--- config.mk ---
export PLATFORM = sky130hd
export DESIGN_NAME = sepi_front
export DESIGN_NICKNAME = d
export VERILOG_FILES = /design/src/hdl/sepi_pkg.sv /design/src/hdl/sepi_front.sv
export SDC_FILE = /design/constraint.sdc
export NUM_CORES = 1
export LEC_CHECK = 0
export BUFFER_PORTS_ARGS = -buffer_cell sky130_fd_sc_hd__buf_2
export CAP_MARGIN = 40
export CORE_ASPECT_RATIO = 0.7
export CORE_MARGIN = 2
export CORE_UTILIZATION = 58
export CTS_CLUSTER_SIZE = 14
export DETAILED_ROUTE_END_ITERATION = 16
export GPL_TIMING_DRIVEN = 0
export PLACE_DENSITY = 0.79
export SYNTH_ARGS = -nofsm -noshare
export SYNTH_HDL_FRONTEND = slang
export SYNTH_SLANG_ARGS = --single-unit
--- constraint.sdc ---
create_clock -name clk -period 2.7 [get_ports clk]
set_input_delay 0.54 -clock clk [delete_from_list [all_inputs] [get_ports clk]]
set_output_delay 0.54 -clock clk [all_outputs]
set_load 0.02 [all_outputs]
--- src/hdl/sepi_pkg.sv ---
// Purpose: Constants and types for the serial memory pin front end.
// Assumes: Pins are sampled by clk; the serial clock is a plain input.
// Notes:   The instruction decoder and memory array sit outside this block.
//
// Overview of operation
// - Serial output is push-pull and shifts read data during reads.
// - Serial output bit changes after each serial clock falling edge.
// - Serial input sampled on each serial clock rising edge while selected.
// - Select high deselects and puts serial output in high impedance.
// - Deselected means standby, unless an internal write cycle is running.
// - Select low enables the device and puts it in active power mode.
// - After power-up, nothing happens until a select falling edge is seen.
// - Write protect low blocks nonvolatile writes; reads still work.
// - Write protect high allows all functions including writes.
// - Write protect falling during a selected write aborts that write.
// - A write cycle already started ignores later write protect changes.
// - All bytes move most significant bit first.
// - Serial clock may stop anywhere; resuming continues exactly.
package sepi_pkg;

    localparam int unsigned SEPI_BYTE_W = 8;
    localparam logic [2:0]  SEPI_BIT_RST = 3'h0;
    localparam logic [7:0]  SEPI_BYTE_RST = 8'h00;
    // Default internal write cycle length, in ns, and in clk cycles
    localparam int unsigned SEPI_CLK_NS = 4;
    localparam int unsigned SEPI_WCYC_NS = 5000000;
    localparam int unsigned SEPI_WCYC_CYC = SEPI_WCYC_NS / SEPI_CLK_NS;

    typedef struct packed {
        logic sclk;
        logic sel_n;
        logic din;
        logic wp_n;
    } sepi_pins_t;

    typedef struct packed {
        logic       valid;
        logic [7:0] data;
        logic       first;
    } sepi_rx_t;

    typedef enum logic [2:0] {
        SEPI_ST_LOCK = 3'h1,
        SEPI_ST_IDLE = 3'h2,
        SEPI_ST_ACT  = 3'h4
    } sepi_state_t;

endpackage : sepi_pkg

--- src/hdl/sepi_front.sv ---
// Purpose: Pin front end of a serial memory: select, shift, tristate, power.
// Assumes: Serial clock well below clk/4; decoder supplies write requests.
// Notes:   Write cycle is timed here; its length is a parameter.
`timescale 1ns/1ps
module sepi_front
    import sepi_pkg::*;
#(
    parameter int unsigned WCYC_CYCLES = SEPI_WCYC_CYC
) (
    input  wire logic               clk,          // 250 MHz clock
    input  wire logic               rst_b,        // Async reset, power-up
    input  wire logic               sclk_pin,     // Serial clock pin
    input  wire logic               select_and_watchdog_kick_n, // Select
    input  wire logic               sdi_pin,      // Serial data input pin
    input  wire logic               wp_n_pin,     // Write protect pin
    input  wire logic [7:0]         tx_data,      // Read byte to shift out
    input  wire logic               tx_valid,     // Read byte available
    input  wire logic               wr_request,   // Decoder asks for a write
    output logic                    tx_take,      // Read byte taken, pulse
    output sepi_pkg::sepi_rx_t      rx,           // Received byte, pulse
    output logic                    sdo_out,      // Serial data out value
    output logic                    sdo_oe,       // Serial data out enable
    output logic                    active_pwr,   // Active power mode
    output logic                    wr_busy,      // Write cycle running
    output logic                    wr_start,     // Write cycle start pulse
    output logic                    wr_aborted    // Write blocked, pulse
);
    import sepi_pkg::*;

    if (WCYC_CYCLES < 1) begin : g_wcyc_chk
        $error("WCYC_CYCLES must be at least one");
    end

    localparam int unsigned CW = (WCYC_CYCLES > 1) ? $clog2(WCYC_CYCLES) : 1;

    // ------------------------------------------------------------
    // State
    // ------------------------------------------------------------
    typedef struct packed {
        sepi_pins_t  s1;
        sepi_pins_t  s2;
        sepi_pins_t  prev;
        sepi_state_t st;
        logic [2:0]  bit_cnt;
        logic [7:0]  shin;
        logic [7:0]  shout;
        logic        have_out;
        logic        first_byte;
        logic        wr_armed;
        logic        wr_killed;
        logic [CW-1:0] wcnt;
        logic        busy;
        logic        take;
        sepi_rx_t    rx;
        logic        sdo;
        logic        oe;
        logic        act;
        logic        wstart;
        logic        wabort;
    } sepi_st_t;

    sepi_st_t r_reg;
    sepi_st_t r_next;

    sepi_pins_t pins;
    assign pins = '{sclk: sclk_pin, sel_n: select_and_watchdog_kick_n,
                    din: sdi_pin, wp_n: wp_n_pin};

    // ------------------------------------------------------------
    // Edge decode, shared by the synchronised clock, select and write protect pins
    // ------------------------------------------------------------
    function automatic logic sepi_edge(input logic now_v,
                                       input logic was_v,
                                       input logic rising);
        return rising ? (now_v & ~was_v) : (~now_v & was_v);
    endfunction : sepi_edge

    logic sck_rise;
    logic sck_fall;
    logic sel_fall;
    logic sel_rise;
    logic wp_fall;
    assign sck_rise = sepi_edge(r_reg.s2.sclk, r_reg.prev.sclk, 1'b1);
    assign sck_fall = sepi_edge(r_reg.s2.sclk, r_reg.prev.sclk, 1'b0);
    assign sel_fall = sepi_edge(r_reg.s2.sel_n, r_reg.prev.sel_n, 1'b0);
    assign sel_rise = sepi_edge(r_reg.s2.sel_n, r_reg.prev.sel_n, 1'b1);
    assign wp_fall  = sepi_edge(r_reg.s2.wp_n, r_reg.prev.wp_n, 1'b0);

    // ------------------------------------------------------------
    // Next state
    // ------------------------------------------------------------
    always_comb begin
        r_next        = r_reg;
        r_next.s1     = pins;
        r_next.s2     = r_reg.s1;
        r_next.prev   = r_reg.s2;
        r_next.take   = 1'b0;
        r_next.rx.valid = 1'b0;
        r_next.wstart = 1'b0;
        r_next.wabort = 1'b0;

        case (r_reg.st)
            SEPI_ST_LOCK: begin
                if (sel_fall) begin
                    r_next.st = SEPI_ST_ACT;
                end
            end
            SEPI_ST_IDLE: begin
                if (sel_fall) begin
                    r_next.st = SEPI_ST_ACT;
                end
            end
            SEPI_ST_ACT: begin
                if (sel_rise) begin
                    r_next.st = SEPI_ST_IDLE;
                end
            end
            default: begin
                r_next.st = SEPI_ST_LOCK;
            end
        endcase

        if (sel_fall) begin
            r_next.bit_cnt    = SEPI_BIT_RST;
            r_next.shin       = SEPI_BYTE_RST;
            r_next.have_out   = 1'b0;
            r_next.first_byte = 1'b1;
            r_next.wr_armed   = 1'b0;
            r_next.wr_killed  = 1'b0;
        end else if (r_reg.st == SEPI_ST_ACT && !r_reg.s2.sel_n) begin
            // Edges only; a stopped clock just holds everything
            if (sck_rise) begin
                r_next.shin = {r_reg.shin[6:0], r_reg.s2.din};
                r_next.bit_cnt = r_reg.bit_cnt + 3'h1;
                if (r_reg.bit_cnt == 3'h7) begin
                    r_next.rx.valid   = 1'b1;
                    r_next.rx.data    = {r_reg.shin[6:0], r_reg.s2.din};
                    r_next.rx.first   = r_reg.first_byte;
                    r_next.first_byte = 1'b0;
                end
            end
            if (sck_fall) begin
                if (r_reg.bit_cnt == SEPI_BIT_RST) begin
                    // Load at the byte boundary; absent data drives zero
                    r_next.shout    = tx_valid ? tx_data : SEPI_BYTE_RST;
                    r_next.have_out = tx_valid;
                    r_next.take     = tx_valid;
                    r_next.sdo      = tx_valid ? tx_data[7] : 1'b0;
                end else begin
                    r_next.shout = {r_reg.shout[6:0], 1'b0};
                    r_next.sdo   = r_reg.shout[6];
                end
            end
            // A held request must not re-arm after an abort
            if (wr_request && !r_reg.wr_killed) begin
                r_next.wr_armed = 1'b1;
            end
        end

        // Write protect: only an unstarted write can be aborted
        if (r_reg.wr_armed && (wp_fall || !r_reg.s2.wp_n)) begin
            r_next.wr_armed  = 1'b0;
            r_next.wr_killed = 1'b1;
            r_next.wabort    = 1'b1;
        end else if (r_reg.wr_armed && sel_rise && r_reg.s2.wp_n
                     && !r_reg.busy) begin
            r_next.wr_armed = 1'b0;
            r_next.busy     = 1'b1;
            r_next.wstart   = 1'b1;
            r_next.wcnt     = CW'(WCYC_CYCLES - 1);
        end

        if (r_reg.busy) begin
            if (r_reg.wcnt == '0) begin
                r_next.busy = 1'b0;
            end else begin
                r_next.wcnt = r_reg.wcnt - CW'(1);
            end
        end

        // Push-pull only while selected
        r_next.oe  = (r_next.st == SEPI_ST_ACT) && !r_reg.s2.sel_n
                     && !sel_rise;
        r_next.act = r_next.oe || r_next.busy
                     || (r_next.st == SEPI_ST_ACT);
    end

    always_ff @(posedge clk or negedge rst_b) begin
        if (!rst_b) begin
            // Select starts low: a pin already low at power-up gives
            // no fall, so the lock holds until a real one
            r_reg <= '{s1: '{1'b0, 1'b0, 1'b0, 1'b1},
                       s2: '{1'b0, 1'b0, 1'b0, 1'b1},
                       prev: '{1'b0, 1'b0, 1'b0, 1'b1},
                       st: SEPI_ST_LOCK, default: '0};
        end else begin
            r_reg <= r_next;
        end
    end

    assign tx_take    = r_reg.take;
    assign rx         = r_reg.rx;
    assign sdo_out    = r_reg.sdo;
    assign sdo_oe     = r_reg.oe;
    assign active_pwr = r_reg.act;
    assign wr_busy    = r_reg.busy;
    assign wr_start   = r_reg.wstart;
    assign wr_aborted = r_reg.wabort;
endmodule : sepi_front

# [Yosys cells after proc, flatten, opt, wreduce, memory -nomap -nowiden]
# Index checks and enable logic that the tools add are counted.
[op_classes] add_sub_neg=2 n_mux=35 reduce_logical=30 n_eq_ne=5 n_bitwise=11
[ops] op="$mux W22" count=4
[ops] op="$mux W12" count=2
[ops] op="$mux W11" count=2
[ops] op="$logic_not A21 Y1" count=1
[ops] op="$mux W21" count=1
[ops] op="$sub A21 B1 Y21 const B" count=1
[ops] op="$mux W10" count=2
[ops] op="$mux W1" count=17
[ops] op="$mux W8" count=2
[ops] op="$eq A3 B3 Y1 const B" count=3
[ops] op="$mux W9" count=1
[ops] op="$logic_and A1 B1 Y1" count=8
[ops] op="$reduce_bool A2 Y1" count=4
[ops] op="$reduce_bool A4 Y1" count=2
[ops] op="$mux W3" count=2
[ops] op="$not A1 Y1" count=6
[ops] op="$pmux W3 S2" count=1
[ops] op="$reduce_and A3 Y1" count=2
[ops] op="$and A1 B1 Y1" count=5
[ops] op="$logic_not A1 Y1" count=5
[ops] op="$reduce_and A2 Y1" count=2
[ops] op="$reduce_and A4 Y1" count=1
[ops] op="$add A3 B1 Y3 const B" count=1
[ops] op="$eq A3 B1 Y1 const B" count=1
[ops] op="5 further kinds" count=7
[word_totals] in_bits=16 reg_bits=73 output_inout_bits=17 wordCells=112

# [Logic depth before layout (Yosys ltp)]
[logic_depth] ltp_word=11 mapped_depth=8 ltp_nobuf=8

# [Worst setup path after synthesis]
# OpenSTA, ideal clock, no wires.
[synth_timing] path_type="reg2reg" start="reg r_reg[17] (netlist name)" end="reg r_reg[35] (netlist name)" synth_period_minus_slack_ps=2259 required_time_ps=2576 t_arrival_ps=2135 stages_incl_launch_ff=8 slack_ps=441 cell_sequence="dfrtp_1 > inv_1 > ha_1 > or4b_2 > nand4bb_1 > o21a_4 > o311a_1 > a211o_1"
[synth_lines] item="start, declared" line="sepi_front.sv:62" source="sepi_st_t r_reg;"
[synth_lines] item="start signal, assigned" line="sepi_front.sv:192" source="r_reg <= '{s1: '{1'b0, 1'b0, 1'b0, 1'b1},"
[synth_lines] item="start signal, assigned" line="sepi_front.sv:197" source="r_reg <= r_next;"

==> reports/qor.yml <==
h-tree-depth: 3
via_count: 2402
status: "finished clean"
cts_buffers: 9
port_buffers: 31
cp_max_fo: 10
clkSlewWorstSetupHoldPaths_ns: 0.08
wl_per_cell_um: 14.7
die_h_um: 66.5
synthAdderAreaFrac_pct: 1.55
drv_cap: 0
synth_top_family_by_area: "simple AND/OR/NAND/NOR gates"
setup_tns_ns: 0
post_cts_buffers: 0
clock_latency_ns: 0.35
first_global_vias: 2216
placed_area_um2: 3510
fmax_mhz: 391
irDropWorstVdd_mv: 0.467
arrival_ns: 2.78
met3_usage_pct: 7.47
finalInstanceArea_um2: 3740
num_antenna_cells: 0
route.detailed.drc: 0
use_met1_pct: 32.8
synth_compound_area_share_pct: 14.2
synth_nets: 331
synth_edf_count: 0
setup_ws_ns: 0.143
cts_root_buf: "clkbuf_8"
rows: 22
overflow: 0
area_growth_syn_to_layout_pct: 15.5
clock_sinks: 71
synth_area_per_cell_um2: 10.4
period_needed_ns: 2.56
synth.cell_area_um2: 3240
rsz0062_at_grt: "false"
setup.worst_path.class: "reg -> reg"
hold_buffers: 0
ys_async_sr_fraction_pct: 100
finalCritPeriodShare_pct: 94.7
grt_use_met2_pct: 33.4
drt_iter0_drc: 175
cellPowerDensity_nw_per_um2: 681
synthXorXnorAreaFrac_pct: 1.35
synth_seq_cells: 71
fin_nets: 374
largest_reg_flops: 46
final_util_pct: 70.3
slew_viol_final: 0
ys_warn_count: 0
grt_pass1_wl_um: 10700
p_leak_nw: 1.87
hold_violations: 0
dieWidth_um: 93.3
skew_ns: 0.0106
synth_area_leaders: "dfrtp_1 53%, nand2_1 4.2%, o21ai_0 3.6%"
hold_path.class: "in -> async"
design.core.area_um2: 5310
tightest_slew_ns: 0.597
ys_types: 54
syn_inst: 311
grt_start_max_net_pins: 46
yosys.area.top_type_share_pct: 52.6
cts_max_path_buffers: 2
synth_mux_area_share_pct: 3.13
dp_slack_ns: 0.210
ys_seq_area_share_pct: 55.0
slew-limit-headroom_pct: 60.2
cts_tree: "yes"
viasPerCell: 5.57
grt_usage_pct: 23.0
top_usage_layer: "met2"
finalPower_mw: 2.54
start_kind: "flip-flop"
setup-violations-final: 0
antenna_found_initial: 0
wl_um: 6350
required_ns: 2.92
synth-simple-area-share_pct: 18.8
synth_top_flop_cell: "dfrtp_1"
drtAntennaViolNets: 0
dr.pass1.iters: 4
yosysTopAreaCell: "dfrtp_1"
hpwl_um: 4250
start_util_pct: 60.9
end_kind: "flip-flop"
die_area_um2: 6200
drive_gt1_share_pct: 24.2
gp_congestion: 0.809
io_pins: 33
[power by group]
group / total (mW) / leakage [nW] / internal, mW / switching [mW]
clock network: 0.946 / 0.110 / 0.546 / 0.401
registers: 1.16 / 0.916 / 1.11 / 0.0442
logic: 0.440 / 0.844 / 0.186 / 0.253
total: 2.54 / 1.87 / 1.85 / 0.698
[per-stage QoR]
stage / cells / hold WS (ns)
finish: 431 / 0.0986
global route: 431 / 0.108
CTS: 431 / 0.0981
detailed placement: 415 / 0.336
global placement: 414 / 0.332
floorplan: 311 / 0.244
[logic make-up (layout without fill, tap and decap cells)]
kind of cell               Yosys count  after routing
AOI/OAI and AO/OA                   71             71
xor gates and xnor gates             5              5
adders and majority gates            4              4
buffers and inverters               36             84
DFF                                 71             71
muxes                                9              9
and+or+nand+nor                    115            115
[final timing paths]
| path | cells past startpoint | startpoint | endpoint | slack [ns] |
|---|---|---|---|---|
| setup reg to reg | 8 | r_reg[17]$_DFF_PN0_ | r_reg[32]$_DFF_PN0_ | 0.14 |
| max in group asynchronous | 2 | rst_b | r_reg[61]$_DFF_PN1_ | 1.99 |
| hold / removal | 1 | rst_b | rx[9]$_DFF_PN0_ | 0.1 |
| min in group clk | 1 | wp_n_pin | r_next[68]$_DFF_PN1_ | 0.29 |
| hold reg to reg | 0 | r_next[69]$_DFF_PN0_ | r_next[65]$_DFF_PN0_ | 0.35 |
| setup / recovery | 8 | r_reg[17]$_DFF_PN0_ | r_reg[32]$_DFF_PN0_ | 0.14 |
[placed cells by master, fill, tap and decap left out, types with 4 or more instances in the layout]
cell,n
dfrtp_1,68
nand2_1,36
buf_2,33
nor2_1,23
o21ai_0,23
a31oi_1,13
buf_4,13
a21oi_1,11
nand3_1,11
clkbuf_1,10
clkbuf_8,10
inv_1,9
mux2_2,9
nor3_1,7
nand2b_1,6
o31ai_1,5
nor4_1,4
or3_1,4
ha_1,4
[critical path, stage by stage (launching register included)]
cell	delay, ns
dfrtp_1	0.44
inv_1	0.08
ha_1	0.20
or4b_2	0.68
nand4bb_1	0.31
o21a_4	0.30
buf_2	0.20
a21oi_1	0.17
a31oi_1	0.05
[synth_stat cells, types with 7 or more instances]
master / n
inv_1: 9
dfrtp_1: 68
a31oi_1: 13
o21ai_0: 23
nand3_1: 11
buf_4: 12
mux2_2: 9
nor2_1: 23
a21oi_1: 11
clkbuf_1: 9
nand2_1: 36
nor3_1: 7
[area by class of cell]
cell class | instances | area (um^2)
Timing Repair Buffer | 32 | 185
Tap cell | 72 | 90.1
Buffer | 26 | 154
Fill cell | 381 | 1580
Clock buffer | 11 | 141
Clock inverter | 5 | 81.3
Multi-Input combinational cell | 204 | 1270
Sequential cell | 71 | 1780
Inverter | 10 | 37.5
[layer usage]
layer | part of all wire, % | wire [um]
met2 | 44 | 2800
met1 | 50 | 3190
met3 | 4.5 | 286
met4 | 1.1 | 68
met5 | 0 | 0
[repair_timing]
action	4_1_cts	5_1_grt
setup endpoints to repair	0	3
hold endpoints to repair	0	0
resized for setup	0	1
Power figures use the tool's default switching activity.
